[src/rara_pkg.sv]
// constants shared by the rail A configuration register block
// assumes one 25 MHz logic clock and a two-wire serial management port
`default_nettype none

package rara_pkg;

  // ---------------------------------------------------------------
  // register map
  // ---------------------------------------------------------------
  localparam int          REG_WIDTH          = 8;
  localparam int          REG_COUNT          = 3;
  localparam logic [7:0]  SOFTSTART_SCALE_OFS = 8'h24;
  localparam logic [7:0]  LOADLINE_GAIN_OFS   = 8'h25;
  localparam logic [7:0]  ZERO_CURRENT_OFS    = 8'h26;
  localparam logic [7:0]  SOFTSTART_SCALE_RST = 8'h00;
  localparam logic [7:0]  LOADLINE_GAIN_RST   = 8'hd0;
  localparam logic [7:0]  ZERO_CURRENT_RST    = 8'hc0;
  localparam logic [7:0]  UNMAPPED_READ       = 8'h00;

  // ---------------------------------------------------------------
  // field positions
  // ---------------------------------------------------------------
  localparam int SS_ENABLE_BIT  = 7;
  localparam int SS_MULT_MSB    = 6;
  localparam int SS_MULT_LSB    = 4;
  localparam int SCALE_MSB      = 2;
  localparam int SCALE_LSB      = 0;
  localparam int ZLL_ENABLE_BIT = 3;
  localparam int GAIN_MSB       = 2;
  localparam int GAIN_LSB       = 0;
  localparam int ZC_SIGN_BIT    = 5;
  localparam int ZC_MAG_MSB     = 4;
  localparam int ZC_MAG_LSB     = 0;
  localparam logic [2:0] SCALE_CUSTOM_CODE = 3'h0;
  localparam logic [4:0] ZC_MAG_ZERO       = 5'h00;

  // ---------------------------------------------------------------
  // serial port
  // ---------------------------------------------------------------
  localparam int         DEV_ADDR_WIDTH   = 7;
  localparam logic [6:0] DEV_ADDR_DEFAULT = 7'h20; // arbitrary value
  localparam logic [2:0] LAST_BIT         = 3'h7;

  typedef enum logic [3:0] {
    SER_IDLE    = 4'b0000,
    SER_ADDR    = 4'b0001,
    SER_ACK_ADR = 4'b0010,
    SER_PTR     = 4'b0011,
    SER_ACK_PTR = 4'b0100,
    SER_WR      = 4'b0101,
    SER_ACK_WR  = 4'b0110,
    SER_RD      = 4'b0111,
    SER_ACK_RD  = 4'b1000
  } rara_ser_state_type;

endpackage : rara_pkg

`default_nettype wire

[src/rara_regbus_if.sv]
// byte-wide register access between the serial engine and the bank
// assumes both ends run on the same clock
`default_nettype none

interface rara_regbus_if;
  logic       wr_en;   // one-cycle write strobe
  logic [7:0] wr_addr;
  logic [7:0] wr_data;
  logic [7:0] rd_addr;
  logic [7:0] rd_data; // combinational answer to rd_addr

  modport master (output wr_en, output wr_addr, output wr_data, output rd_addr,
                  input rd_data);
  modport slave  (input wr_en, input wr_addr, input wr_data, input rd_addr,
                  output rd_data);
endinterface : rara_regbus_if

`default_nettype wire

[src/rara_reg_bank.sv]
// the three rail A configuration registers and their decoded fields
// assumes writes arrive as single-cycle strobes from the serial engine
`default_nettype none

module rara_reg_bank
  import rara_pkg::*;
(
  // clock and reset
  input  wire logic        clock,
  input  wire logic        rst_b,
  // register access
  rara_regbus_if.slave     bus,
  // decoded fields
  output var  logic        ss_ocp_enable,
  output var  logic [2:0]  ss_ocp_mult,
  output var  logic [2:0]  current_scale,
  output var  logic        scale_custom,
  output var  logic        zero_loadline_enable,
  output var  logic [2:0]  current_sense_gain,
  output var  logic        zero_current_negative,
  output var  logic [4:0]  zero_current_magnitude
);

  localparam logic [7:0] RST_VALUE [REG_COUNT] =
    '{SOFTSTART_SCALE_RST, LOADLINE_GAIN_RST, ZERO_CURRENT_RST};

  logic [7:0] regs      [REG_COUNT];
  logic [7:0] next_regs [REG_COUNT];
  logic       next_scale_custom;
  logic       next_zc_negative;

  // ---------------------------------------------------------------
  // address decode
  // ---------------------------------------------------------------
  function automatic logic in_map(input logic [7:0] addr);
    in_map = (addr >= SOFTSTART_SCALE_OFS) && (addr <= ZERO_CURRENT_OFS);
  endfunction : in_map

  function automatic logic [1:0] reg_index(input logic [7:0] addr);
    logic [7:0] diff;
    diff      = addr - SOFTSTART_SCALE_OFS;
    reg_index = diff[1:0];
  endfunction : reg_index

  // reads return whole bytes, reserved bits included
  assign bus.rd_data = in_map(bus.rd_addr) ? regs[reg_index(bus.rd_addr)]
                                           : UNMAPPED_READ;

  // writes store every bit; reserved patterns are the writer's duty
  always_comb
  begin
    for (int i = 0; i < REG_COUNT; i++)
    begin
      next_regs[i] = regs[i];
    end
    if (bus.wr_en && in_map(bus.wr_addr))
    begin
      next_regs[reg_index(bus.wr_addr)] = bus.wr_data;
    end
    next_scale_custom = (next_regs[0][SCALE_MSB:SCALE_LSB] == SCALE_CUSTOM_CODE);
    // a signed zero is still zero, so minus only with a nonzero magnitude
    next_zc_negative  = next_regs[2][ZC_SIGN_BIT] &&
                        (next_regs[2][ZC_MAG_MSB:ZC_MAG_LSB] != ZC_MAG_ZERO);
  end

  // storage with documented defaults, reserved patterns included
  always_ff @(posedge clock or negedge rst_b)
  begin
    if (!rst_b)
    begin
      for (int i = 0; i < REG_COUNT; i++)
      begin
        regs[i] <= RST_VALUE[i];
      end
      // flags follow the register defaults so both agree from the first edge
      scale_custom          <= (SOFTSTART_SCALE_RST[SCALE_MSB:SCALE_LSB] == SCALE_CUSTOM_CODE);
      zero_current_negative <= ZERO_CURRENT_RST[ZC_SIGN_BIT] &&
                               (ZERO_CURRENT_RST[ZC_MAG_MSB:ZC_MAG_LSB] != ZC_MAG_ZERO);
    end
    else
    begin
      for (int i = 0; i < REG_COUNT; i++)
      begin
        regs[i] <= next_regs[i];
      end
      scale_custom          <= next_scale_custom;
      zero_current_negative <= next_zc_negative;
    end
  end

  // ---------------------------------------------------------------
  // field views, each a slice of a flip-flop
  // ---------------------------------------------------------------
  assign ss_ocp_enable          = regs[0][SS_ENABLE_BIT];
  assign ss_ocp_mult            = regs[0][SS_MULT_MSB:SS_MULT_LSB];
  assign current_scale          = regs[0][SCALE_MSB:SCALE_LSB];
  assign zero_loadline_enable   = regs[1][ZLL_ENABLE_BIT];
  assign current_sense_gain     = regs[1][GAIN_MSB:GAIN_LSB];
  assign zero_current_magnitude = regs[2][ZC_MAG_MSB:ZC_MAG_LSB];

endmodule : rara_reg_bank

`default_nettype wire

[src/rara_cfg_regs.sv]
// rail A configuration registers behind a two-wire serial slave port
// assumes SCL and SDA come straight from pins and a 25 MHz logic clock
// well above the serial bit rate; SDA is open drain, pulled up outside
`default_nettype none

module rara_cfg_regs
  import rara_pkg::*;
#(
  parameter logic [6:0] DEV_ADDR = rara_pkg::DEV_ADDR_DEFAULT
)
(
  // clock and reset
  input  wire logic        CLOCK,
  input  wire logic        RST_B,
  // serial pins
  input  wire logic        SCL,
  input  wire logic        SDA_IN,
  output var  logic        SDA_OUT,
  output var  logic        SDA_OE_B,
  // soft-start and scale settings
  output var  logic        SS_OCP_ENABLE,
  output var  logic [2:0]  SS_OCP_MULT,
  output var  logic [2:0]  CURRENT_SCALE,
  output var  logic        SCALE_CUSTOM,
  // load-line and gain settings
  output var  logic        ZERO_LOADLINE_ENABLE,
  output var  logic [2:0]  CURRENT_SENSE_GAIN,
  // zero-current threshold
  output var  logic        ZERO_CURRENT_NEGATIVE,
  output var  logic [4:0]  ZERO_CURRENT_MAGNITUDE
);

  rara_regbus_if bus ();

  // ---------------------------------------------------------------
  // pin synchronisers
  // ---------------------------------------------------------------
  logic scl_meta;
  logic scl_sync;
  logic scl_prev;
  logic sda_meta;
  logic sda_sync;
  logic sda_prev;

  // the first stage feeds only the second; edges use sync and prev
  always_ff @(posedge CLOCK or negedge RST_B)
  begin
    if (!RST_B)
    begin
      scl_meta <= 1'b1;
      scl_sync <= 1'b1;
      scl_prev <= 1'b1;
      sda_meta <= 1'b1;
      sda_sync <= 1'b1;
      sda_prev <= 1'b1;
    end
    else
    begin
      scl_meta <= SCL;
      scl_sync <= scl_meta;
      scl_prev <= scl_sync;
      sda_meta <= SDA_IN;
      sda_sync <= sda_meta;
      sda_prev <= sda_sync;
    end
  end

  logic scl_rise;
  logic scl_fall;
  logic start_seen;
  logic stop_seen;

  // sda moving while scl is high marks frame start and stop
  assign scl_rise   = scl_sync && !scl_prev;
  assign scl_fall   = !scl_sync && scl_prev;
  assign start_seen = scl_sync && scl_prev && sda_prev && !sda_sync;
  assign stop_seen  = scl_sync && scl_prev && !sda_prev && sda_sync;

  // ---------------------------------------------------------------
  // serial engine
  // ---------------------------------------------------------------
  rara_ser_state_type state;
  rara_ser_state_type next_state;
  logic [2:0] bit_cnt;
  logic [2:0] next_bit_cnt;
  logic [7:0] shift;
  logic [7:0] next_shift;
  logic [7:0] pointer;
  logic [7:0] next_pointer;
  logic       byte_done;
  logic       next_byte_done;
  logic       is_read;
  logic       next_is_read;
  logic       nack;
  logic       next_nack;
  logic       next_oe_b;
  logic       wr_en;
  logic       next_wr_en;
  logic [7:0] wr_addr;
  logic [7:0] next_wr_addr;
  logic [7:0] wr_data;
  logic [7:0] next_wr_data;

  function automatic logic receiving(input rara_ser_state_type s);
    receiving = (s == SER_ADDR) || (s == SER_PTR) || (s == SER_WR);
  endfunction : receiving

  always_comb
  begin
    next_state     = state;
    next_bit_cnt   = bit_cnt;
    next_shift     = shift;
    next_pointer   = pointer;
    next_byte_done = byte_done;
    next_is_read   = is_read;
    next_nack      = nack;
    next_oe_b      = SDA_OE_B;
    next_wr_en     = 1'b0;
    next_wr_addr   = wr_addr;
    next_wr_data   = wr_data;
    if (start_seen)
    begin
      // a repeated start keeps the pointer so reads follow a pointer write
      next_state     = SER_ADDR;
      next_bit_cnt   = 3'h0;
      next_byte_done = 1'b0;
      next_oe_b      = 1'b1;
    end
    else if (stop_seen)
    begin
      next_state = SER_IDLE;
      next_oe_b  = 1'b1;
    end
    else if (scl_rise)
    begin
      if (receiving(state))
      begin
        next_shift     = {shift[6:0], sda_sync};
        next_bit_cnt   = bit_cnt + 3'h1;
        next_byte_done = (bit_cnt == LAST_BIT);
      end
      else if (state == SER_ACK_RD)
      begin
        next_nack = sda_sync; // high means the master wants no more
      end
    end
    else if (scl_fall)
    begin
      unique case (state)
        SER_IDLE:
        begin
          next_oe_b = 1'b1;
        end
        SER_ADDR:
        begin
          if (byte_done)
          begin
            next_byte_done = 1'b0;
            if (shift[7:1] == DEV_ADDR)
            begin
              next_is_read = shift[0];
              next_oe_b    = 1'b0;
              next_state   = SER_ACK_ADR;
            end
            else
            begin
              next_state = SER_IDLE;
            end
          end
        end
        SER_PTR:
        begin
          if (byte_done)
          begin
            next_byte_done = 1'b0;
            next_pointer   = shift;
            next_oe_b      = 1'b0;
            next_state     = SER_ACK_PTR;
          end
        end
        SER_WR:
        begin
          if (byte_done)
          begin
            // every byte at a mapped offset is stored, reserved bits too; keeping them is the writer's job
            next_byte_done = 1'b0;
            next_wr_en     = 1'b1;
            next_wr_addr   = pointer;
            next_wr_data   = shift;
            next_pointer   = pointer + 8'h01;
            next_oe_b      = 1'b0;
            next_state     = SER_ACK_WR;
          end
        end
        SER_ACK_ADR:
        begin
          if (is_read)
          begin
            next_shift   = bus.rd_data;
            next_oe_b    = bus.rd_data[7];
            next_bit_cnt = 3'h0;
            next_state   = SER_RD;
          end
          else
          begin
            next_oe_b  = 1'b1;
            next_state = SER_PTR;
          end
        end
        SER_ACK_PTR, SER_ACK_WR:
        begin
          next_oe_b  = 1'b1;
          next_state = SER_WR;
        end
        SER_RD:
        begin
          if (bit_cnt == LAST_BIT)
          begin
            next_oe_b    = 1'b1;
            next_pointer = pointer + 8'h01;
            next_state   = SER_ACK_RD;
          end
          else
          begin
            next_shift   = {shift[6:0], 1'b0};
            next_oe_b    = shift[6];
            next_bit_cnt = bit_cnt + 3'h1;
          end
        end
        SER_ACK_RD:
        begin
          if (nack)
          begin
            next_state = SER_IDLE;
          end
          else
          begin
            next_shift   = bus.rd_data;
            next_oe_b    = bus.rd_data[7];
            next_bit_cnt = 3'h0;
            next_state   = SER_RD;
          end
        end
        default:
        begin
          next_state = SER_IDLE;
          next_oe_b  = 1'b1;
        end
      endcase
    end
  end

  // engine registers; the pin only ever pulls low, never drives high
  always_ff @(posedge CLOCK or negedge RST_B)
  begin
    if (!RST_B)
    begin
      state     <= SER_IDLE;
      bit_cnt   <= 3'h0;
      shift     <= 8'h00;
      pointer   <= 8'h00;
      byte_done <= 1'b0;
      is_read   <= 1'b0;
      nack      <= 1'b0;
      SDA_OE_B  <= 1'b1;
      SDA_OUT   <= 1'b0;
      wr_en     <= 1'b0;
      wr_addr   <= 8'h00;
      wr_data   <= 8'h00;
    end
    else
    begin
      state     <= next_state;
      bit_cnt   <= next_bit_cnt;
      shift     <= next_shift;
      pointer   <= next_pointer;
      byte_done <= next_byte_done;
      is_read   <= next_is_read;
      nack      <= next_nack;
      SDA_OE_B  <= next_oe_b;
      SDA_OUT   <= 1'b0;
      wr_en     <= next_wr_en;
      wr_addr   <= next_wr_addr;
      wr_data   <= next_wr_data;
    end
  end

  assign bus.wr_en   = wr_en;
  assign bus.wr_addr = wr_addr;
  assign bus.wr_data = wr_data;
  assign bus.rd_addr = pointer;

  // ---------------------------------------------------------------
  // register bank
  // ---------------------------------------------------------------
  rara_reg_bank u_bank (
    .clock                  (CLOCK),
    .rst_b                  (RST_B),
    .bus                    (bus.slave),
    .ss_ocp_enable          (SS_OCP_ENABLE),
    .ss_ocp_mult            (SS_OCP_MULT),
    .current_scale          (CURRENT_SCALE),
    .scale_custom           (SCALE_CUSTOM),
    .zero_loadline_enable   (ZERO_LOADLINE_ENABLE),
    .current_sense_gain     (CURRENT_SENSE_GAIN),
    .zero_current_negative  (ZERO_CURRENT_NEGATIVE),
    .zero_current_magnitude (ZERO_CURRENT_MAGNITUDE)
  );

endmodule : rara_cfg_regs

`default_nettype wire

[config.mk]
export PLATFORM = sky130hd
export DESIGN_NAME = rara_cfg_regs
export DESIGN_NICKNAME = d
export VERILOG_FILES = /design/src/rara_pkg.sv /design/src/rara_regbus_if.sv /design/src/rara_reg_bank.sv /design/src/rara_cfg_regs.sv
export SDC_FILE = /design/constraint.sdc
export NUM_CORES = 1
export LEC_CHECK = 0
export BUFFER_PORTS_ARGS = -buffer_cell sky130_fd_sc_hd__buf_4
export CAP_MARGIN = 20
export CORE_MARGIN = 4
export CORE_UTILIZATION = 25
export DETAILED_ROUTE_END_ITERATION = 6
export PLACE_DENSITY = 0.46
export REMOVE_ABC_BUFFERS = 1
export SLEW_MARGIN = 20
export SYNTH_ARGS = -nofsm -noshare
export SYNTH_HDL_FRONTEND = slang
export SYNTH_SLANG_ARGS = --single-unit
[constraint.sdc]
create_clock -name CLOCK -period 3.36 [get_ports CLOCK]
set_input_delay 0.672 -clock CLOCK [delete_from_list [all_inputs] [get_ports CLOCK]]
set_output_delay 0.672 -clock CLOCK [all_outputs]
set_load 0.03 [all_outputs]
==> Word-level counts from Yosys, hierarchy flattened <==
Cells that the tools add are included.
{ "word_totals": {"regBits": 76, "input_bits": 4} }
{ "classes": {"bitwise_logic": 6, "n_eq_ne": 31, "n_lt_le_gt_ge": 7, "mux": 63, "n_reduce_logical": 40, "addsub": 4} }
{ "ops": {"columns": ["op", "n"], "rows": [
  ["$mux W8", 13],
  ["$pmux W8 S3", 2],
  ["$mux W4", 8],
  ["$ne A4 B4 Y1 const B", 8],
  ["$pmux W4 S8", 1],
  ["$mux W3", 10],
  ["$bwmux W24", 1],
  ["$mux W1", 22],
  ["$reduce_and A7 Y1", 3],
  ["$mux W19", 1],
  ["$bmux W8 S2", 1],
  ["$demux W8 S2", 1],
  ["$eq A4 B3 Y1 const B", 4],
  ["$ge A8 B6 Y1 const B", 2],
  ["$le A8 B6 Y1 const B", 2],
  ["$reduce_and A8 Y1", 2],
  ["$logic_and A1 B1 Y1", 12],
  ["$ne A3 B3 Y1 const B", 4],
  ["$reduce_and A6 Y1", 2],
  ["$reduce_bool A3 Y1", 4],
  ["$reduce_bool A5 Y1", 2],
  ["$pmux W3 S3", 1],
  ["$add A8 B1 Y8 const B", 1],
  ["$eq A4 B2 Y1 const B", 2],
  ["27 further kinds", 42]
]} }

==> Longest topological paths before layout <==
Gate-level depths: netlist (run 1).
{ "depth": {"word_depth": 12, "depth_mapped": 9, "mapped_depth_nobuf": 7} }

==> Modules after synthesis <==
A second synthesis (run 1) with hierarchy kept.
{ "hier_totals": {"cells_unflattened": 358, "area_unflattened_um2": 4043.9} }
{ "by_module_without_submodules": {"columns": ["module", "area_each_um2", "n_inst", "cells_each"], "rows": [
  ["rara_cfg_regs", 2646.3, 1, 247],
  ["rara_reg_bank", 1397.6, 1, 111]
]} }

==> Least setup slack after synthesis (run 1) <==
No wires, ideal clock.
{ "synth_timing": {"kind": "reg2reg", "startpoint": "register pointer[0] (netlist: bus.rd_addr[0])", "endpoint": "register shift[1]", "stages_incl_launch_ff": 10, "setup_ns": 0.125, "setup_slack_ns": 1.022, "arrival_time_ns": 2.213, "path_cell_list": "dfrtp_1 -> clkbuf_1 -> buf_1 -> inv_1 -> ha_1 -> o2111a_1 -> and2_1 -> clkbuf_1 -> a22o_1 -> mux2_2"} }
{ "synth_via": {"elab_chain_cells": 10} }
{ "synth_rtl": {"columns": ["item", "line_no", "rtl"], "rows": [
  ["from (decl)", "rara_cfg_regs.sv:88", "logic [7:0] pointer;"],
  ["from (signal assigned)", "rara_cfg_regs.sv:276", "pointer <= next_pointer;"],
  ["$sub A2 B1 Y2", "rara_reg_bank.sv:41", "diff = addr - SOFTSTART_SCALE_OFS;"],
  ["$not A2 Y3 (not written as such)", "rara_reg_bank.sv:46", "assign bus.rd_data = in_map(bus.rd_addr) ? regs[reg_index(bus.rd_addr)]"],
  ["$bmux W8 S2", "rara_reg_bank.sv:46", null],
  ["$mux W8 (not written as such) (2 in series)", "rara_reg_bank.sv:46", null],
  ["$mux W8 (*)", "rara_reg_bank.sv:46", null],
  ["$mux W8, on equally long branches", "rara_cfg_regs.sv:232, rara_cfg_regs.sv:197", null],
  ["$pmux W8 S3 (*)", "rara_cfg_regs.sv:149", "unique case (state)"],
  ["$mux W8 (*)", "rara_cfg_regs.sv:147", "else if (scl_fall)"],
  ["$mux W8 (*)", "rara_cfg_regs.sv:134", "else if (scl_rise)"],
  ["to (signal assigned)", "rara_cfg_regs.sv:275", "shift <= next_shift;"],
  ["to (decl)", "rara_cfg_regs.sv:86", "logic [7:0] shift;"]
]} }
Mark *: on every way between the ends. The rest lies on a longest branch, timed or not. The select of a mux whose other input is x is not followed.
A chain may end at the register's enable or synchronous reset.

==> Final worst setup path (run 1) <==
{ "layout_timing": {"startpoint": "register state[1]", "endpoint": "register SDA_OE_B"} }
{ "layout_via": {"elab_chain_cells": 7} }
{ "layout_rtl": {"columns": ["item", "line_no", "rtl"], "rows": [
  ["from (decl)", "rara_cfg_regs.sv:82", "rara_ser_state_type state;"],
  ["from (signal assigned)", "rara_cfg_regs.sv:273", "state <= next_state;"],
  ["$eq A4 B2 Y1 / $eq A4 B3 Y1 (equally long branches)", "rara_cfg_regs.sv:149", null],
  ["$reduce_or A2 Y1 (no line)", null, null],
  ["$pmux W1 S5", "rara_cfg_regs.sv:149", null],
  ["$mux W1", "rara_cfg_regs.sv:147", null],
  ["$mux W1", "rara_cfg_regs.sv:134", null],
  ["$mux W1", "rara_cfg_regs.sv:129", "else if (stop_seen)"],
  ["$mux W1", "rara_cfg_regs.sv:121", "if (start_seen)"],
  ["to (signal assigned)", "rara_cfg_regs.sv:280", "SDA_OE_B <= next_oe_b;"],
  ["to (decl)", "rara_cfg_regs.sv:19", "output var logic SDA_OE_B,"]
]} }
Several ways; a longest one is shown, not always the timed one. The select of a mux whose other input is x is not followed.

==> metrics.txt, run 1 <==
status completed; VDD IR max 207 uV; WL per Instance 15.4 um; CP Cell Sequence nand2_1 > nor3b_1 > a2111oi_0 > o221a_2 > o21ai_0; detailed placement HPWL 6.23 mm; startpoint types flip-flop; # diodes 0; gr ovfl total 0; Seq/Total Area, Yosys 48.6%; Yosys top cell area share 39.9%; DIE WIDTH 134 um; vias in the first global route 2850; largest net degree at the start of global routing 77; number of synthesized flops with an enable pin 0; critical path peak fanout 17; Die ar. approximately 0.018 mm^2; Final period util 70.1%; Die H 134 um; CTS Sinks 76; initial antenna violation count 0; first-pass GRT wire length 14.9 mm; flops & latches, synth 76; vias per cell between 4 and 5; Final Hold Vio Count 0; # hold bufs at CTS 0; Fill cells 1617; Worst Path Arrival 2600 ps; r2r setup slk 1000 ps; I/O Pins 24; CP Launch Point state[1]$_DFFE_PN0P_; CTS tree built; multi-input logic area 0.00181 mm^2; FF-to-FF End SDA_OE_B$_DFFE_PN1P_; Clock Skews 7.52 ps; # DRC 0; share of cells above drive strength 1 between 20% and 30%; Clock Pin Slew Worst Setup and Hold Paths 60 ps; Rel. slew slack 42.1%; Root Buffer clkbuf_16; synth unique cells 54; top cells by area, synth dfrtp_1 40%, mux2_2 14%, dfstp_2 8.7%; Layout Nets 376; post-layout minimum cycle time roughly 2400 ps; vias around 2.7k; # Post-CTS Setup Buffers 0; Synth Area per Inst 11.0 um^2; Max Cap Viol 0; Syn Std Cell Area 0.00395 mm^2; setup TNS 0 ps; core box area 0.0153 mm^2; 1st-pass router iterations 6; total track usage 10.5%; CP max stage delay 760 ps; Data required, critical path 3610 ps; slowest CP cell a2111oi_0; Setup CP Type reg2reg; fraction of registers with async set/reset between 90% and 100%; Worst-Margin Slew 864 ps; GPL Wtd Cong ~0.8; Area Growth Syn to Fin 14.1%; synth warn 0; Worst Slack Setup Final 1000 ps; Clk Latency, worst-skew pair 340 ps; RSZ-0062 raised after global routing no; PwrDens 419 mW/mm^2; Final ANT Viol Nets 0; Initial Util 25.8%; # port buffers 22; max-slew violations 0; Critical Path End Type flip-flop; drt initial violations 130; fmax 425 MHz; Rows 45; cell taking the most area after synthesis dfrtp_1; H-tree levels 3; register area 0.00192 mm^2; Hold Path Class in2async; CTS buffer count 9; pre-CTS WS 1050 ps; Worst Setup EP SDA_OE_B$_DFFE_PN1P_; deepest clock path buffer count 2; routed wire length ~9.0 mm; Main synth FF type dfrtp_1; leakage between 1.5 and 2 nW; Post-CTS Resized 0; worst reg2reg path depth 5; Post-Synthesis Cells 360; final setup fails 0; FF-to-FF Start state[1]$_DFFE_PN0P_
-- metal layers --
layer	wire length (um)	vias up	track usage [%]
met3	332	12	2.42
met4	167	0	4.74
met2	4060	50	16.1
met1	4410	1328	14.1
li1	-	1303	-
met5	0	-	0
-- critical path: cells and delay by family (launching register included) --
family / cells / cell delay (ps)
simple gates: 2 / 450
flops: 1 / 660
compound gates: 3 / 1160
-- how the worst min path moves through the flow --
stage / start / to / slack [ps] / cells past startpoint
finish: RST_B / state[1]$_DFFE_PN0P_ / 230 / 1
detailed placement: sda_meta$_DFF_PN1_ / sda_sync$_DFF_PN1_ / 350 / 0
CTS: sda_meta$_DFF_PN1_ / sda_sync$_DFF_PN1_ / 360 / 0
global route: RST_B / state[1]$_DFFE_PN0P_ / 250 / 1
floorplan: scl_meta$_DFF_PN1_ / scl_sync$_DFF_PN1_ / 350 / 0
global placement: sda_meta$_DFF_PN1_ / sda_sync$_DFF_PN1_ / 350 / 0
-- layout make-up --
| type | count | share of cell area (%) |
|---|---|---|
| Tap cell | 211 | 5.86 |
| Timing Repair Buffer | 25 | 4.61 |
| Inverter | 9 | 0.750 |
| Clock inverter | 6 | 0.889 |
| Clock buffer | 10 | 5.08 |
| Multi-Input combinational cell | 244 | 40.2 |
| Sequential cell | 76 | 42.6 |
-- power breakdown --
part,switching (W),internal [W],total [W]
sequential,0.00000869,0.000926,0.000935
combinational,0.0000442,0.0000215,0.0000658
clock,0.000386,0.000500,0.000886
-- kinds of logic after synthesis --
family,synth area share [%]
AOI/OAI and AO/OA,11.4
and+or+nand+nor,12.9
xor gates and xnor gates,0.222
DFF,48.6
adders and majority gates,2.22
other,0.0950
buffers and inverters,5.48
muxes,19.1
-- metrics by stage --
stage / std cells / utilization (%) / total power (W) / hold WS, ps / cell area, um^2
after floorplan: 329 / - / 0.000981 / 345 / 3760
after global placement: 564 / 27.5 / 0.00101 / 346 / 4210
after detailed placement: 564 / 27.5 / 0.00101 / 347 / 4210
after CTS: 580 / 29.2 / 0.00191 / 355 / 4480
after global routing: 581 / 29.4 / 0.00196 / 247 / 4510
final: 581 / 29.4 / 0.00189 / 229 / 4510
-- cell usage after synthesis, types with 2 or more instances --
| master | instances |
|---|---|
| nor4_1 | 2 |
| dfstp_2 | 13 |
| buf_4 | 15 |
| and3_1 | 3 |
| nor2_1 | 16 |
| o22ai_1 | 5 |
| clkbuf_1 | 12 |
| dfrtp_1 | 63 |
| mux2i_1 | 16 |
| or3_1 | 2 |
| a22o_1 | 8 |
| mux2_2 | 50 |
| and4_1 | 2 |
| nand4_1 | 2 |
| nor3_2 | 2 |
| o21ai_0 | 21 |
| nand3_1 | 12 |
| ha_1 | 7 |
| nor4b_1 | 2 |
| mux2_4 | 2 |
| and2_1 | 3 |
| buf_2 | 2 |
| a21oi_1 | 15 |
| o2bb2ai_1 | 2 |
| a211oi_1 | 2 |
| nand2b_1 | 4 |
| inv_1 | 9 |
| a31oi_1 | 4 |
| nor3_1 | 4 |
| nor2b_1 | 3 |
| o41ai_1 | 2 |
| nand2_1 | 33 |
-- layout by cell type, fill, tap and decap left out, types with 2 or more instances in the layout --
cell type and count:
a211oi_1 2, a21oi_1 15, a22o_1 8, a31oi_1 4, and2_1 3, and3_1 3
and4_1 2, buf_4 24, clkbuf_16 9, clkinv_2 3, dfrtp_1 63, dfstp_2 13
ha_1 7, inv_1 9, mux2_2 50, mux2_4 2, mux2i_1 16, nand2_1 33
nand2b_1 4, nand3_1 12, nand4_1 2, nor2_1 16, nor2b_1 3, nor3_1 4
nor3_2 2, nor4_1 2, nor4b_1 2, o21ai_0 21, o22ai_1 5, o2bb2ai_1 2
o41ai_1 2, or3_1 2
-- sequential cells by signal, summed over array words and instances, names as in the netlist, 3 cells and up --
register                       cells
bit_cnt                            3
u_bank.zero_current_magnitude      5
u_bank.current_scale               3
bus.wr_data                        8
bus.wr_addr                        8
u_bank.ss_ocp_mult                 3
u_bank.regs                        8
bus.rd_addr                        8
u_bank.current_sense_gain          3
shift                              8
state                              4
Note: power is estimated with default switching activity, not from simulation.
==> run 2, diff against run 1 <==
Settings changed: PLACE_DENSITY 0.46 to 0.47.
Clock period 3.36 ns to 2.1 ns, I/O delays scaled along.
==> metrics.txt, run 2 (synthesis results as in run 1) <==
Area Growth Syn to Fin 23.3% (was 14.1%); status completed (unchanged); detailed placement HPWL 6.93 mm (was 6.23 mm); Initial Util 25.8% (unchanged); leakage 2.20 nW (was 2.00 nW); Final Instance Area 0.00487 mm^2 (was 0.00451 mm^2); Die ar. 0.0179 mm^2 (unchanged); Sequential Power Share 46.7% (was 49.5%); Worst Path Arrival 2300 ps (was 2600 ps); Hold Path Class in2async (unchanged); Rows 45 (unchanged); total track usage 11.5% (was 10.5%); vias in the first global route 3054 (was 2850); clock power share 49.1% (was 47.0%); GPL Wtd Cong 0.832 (was 0.808); Clock Pin Slew Worst Setup and Hold Paths 60 ps (about the same); Data required, critical path 2320 ps (was 3610 ps); routed wire length 9.60 mm (was 8.97 mm); commonest non-fill, non-tap cell in the layout dfrtp_1 (unchanged); sw power 0.000702 W (was 0.000439 W); r2r setup slk 10 ps (was 1000 ps); CTS Sinks 76 (unchanged); FF-to-FF Start bus.wr_addr[3]$_DFFE_PN0P_ (was state[1]$_DFFE_PN0P_); fmax 479 MHz (was 425 MHz); critical path peak fanout 5 (was 17); CTS buffer count 9 (unchanged); sw frac 22.0% (was 23.3%); Clock Skews 8.64 ps (was 7.52 ps); gr ovfl total 0 (unchanged); largest net degree at the start of global routing 36 (was 77); Root Buffer clkbuf_16 (unchanged); Clk Latency, worst-skew pair 340 ps (about the same); Layout Nets 412 (was 376); first-pass GRT wire length 16.3 mm (was 14.9 mm); Critical Path End Type flip-flop (unchanged); CP Launch Point bus.wr_addr[3]$_DFFE_PN0P_ (was state[1]$_DFFE_PN0P_); core box area 0.0153 mm^2 (unchanged); Worst-Margin Slew 807 ps (was 864 ps); vias per cell 4.62 (was 4.64); Max Cap Viol 0 (unchanged); VDD IR max 382 uV (was 207 uV); Rel. slew slack 46.1% (was 42.1%); Final ANT Viol Nets 0 (unchanged); max-slew violations 0 (unchanged); Cell Area, Placed 0.00452 mm^2 (was 0.00421 mm^2); deepest clock path buffer count 2 (unchanged); Pwr Total 0.00319 W (was 0.00189 W); Die H 134 um (unchanged); PwrDens 656 mW/mm^2 (was 419 mW/mm^2); Comb power frac 4.2% (was 3.5%); Int Pwr 0.00249 W (was 0.00145 W); H-tree levels 3 (unchanged); vias 2853 (was 2693); post-layout minimum cycle time 2090 ps (was 2360 ps); 1st-pass router iterations 4 (was 6); most frequent cells in the layout 63 x dfrtp_1, 58 x buf_4, 50 x mux2_2 (was 63 x dfrtp_1, 50 x mux2_2, 33 x nand2_1); # DRC 0 (unchanged); CTS tree built (unchanged); final std cells w/o fill 617 (was 581); share of cells above drive strength 1 37.9% (was 29.7%); register area 0.00192 mm^2 (unchanged); placed instance count 600 (was 564); Final period util 99.5% (was 70.1%); DIE WIDTH 134 um (unchanged); drt initial violations 97 (was 130); Setup CP Type reg2reg (unchanged); RSZ-0062 raised after global routing yes (was no); # diodes 0 (unchanged); Fill cells 1614 (was 1617); startpoint types flip-flop (unchanged); WL per Instance 15.6 um (was 15.4 um); # port buffers 22 (unchanged); initial antenna violation count 0 (unchanged); Final Hold Vio Count 0 (unchanged); multi-input logic area 0.00185 mm^2 (was 0.00181 mm^2); final setup fails 0 (unchanged); I/O Pins 24 (unchanged)
[run 2: final timing paths]
kind | endpoint | depth (start not counted)
setup / recovery | u_bank.zero_current_negative$_DFF_PN0_ | 5
hold / removal | state[2]$_DFFE_PN0P_ | 1
setup reg to reg | u_bank.zero_current_negative$_DFF_PN0_ | 5
hold reg to reg | sda_sync$_DFF_PN1_ | 0
max in group asynchronous | u_bank.regs[14]$_DFFE_PN1P_ | 2
min in group CLOCK | scl_meta$_DFF_PN1_ | 1
[run 2: through the flow]
| step | hold slack (ps) | setup TNS (ps) | utilization [%] | worst slack, ps |
|---|---|---|---|---|
| after CTS | 63.8 | 0 | 31.5 | 4.11 |
| after global placement | 347 | -116 | 29.5 | -98.4 |
| after detailed placement | 347 | -131 | 29.5 | -78.4 |
| after global routing | 84.0 | -23.6 | 31.8 | -16.2 |
| after floorplan | 124 | -3760 | - | -234 |
| final | 57.5 | 0 | 31.8 | 11.3 |
[run 2: what timing repair did]
item	in CTS	in global routing
setup buffers	0	1
pin swaps	1	3
setup endpoints to repair	10	31
cloned	0	0
resized for setup	3	9
hold buffers	0	0
[run 2: final cells by class]
type	count	share of cell area (%)
Sequential cell	76	39.4
Multi-Input combinational cell	244	38.1
Timing Repair Buffer	61	10.2
Tap cell	211	5.42
Clock buffer	11	4.99
Clock inverter	5	1.23
Inverter	9	0.694
[run 2: layer usage]
metal / global-route usage (%) / vias up / part of all wire, %
met3: 2.64 / 10 / 3.1
met4: 3.60 / 0 / 1.0
li1: - / 1371 / -
met5: 0 / - / 0
met1: 15.9 / 1415 / 48
met2: 17.8 / 57 / 47
[run 2: power by group through the flow]
stage | clock (W) | combinational (W) | sequential, W
2_1_floorplan | 0 | 0.0000496 | 0.00152
3_3_place_gp | 0 | 0.000135 | 0.00152
3_5_place_dp | 0 | 0.000135 | 0.00152
4_1_cts | 0.00161 | 0.000136 | 0.00149
5_1_grt | 0.00169 | 0.000153 | 0.00149
6_report | 0.00157 | 0.000135 | 0.00149
[run 2: worst max-delay path, cell delays in order, from the launching register on]
cell	delay [ps]
dfrtp_1	380
and4bb_1	280
nand3_2	140
or3b_4	440
mux2_4	320
o41a_1	410
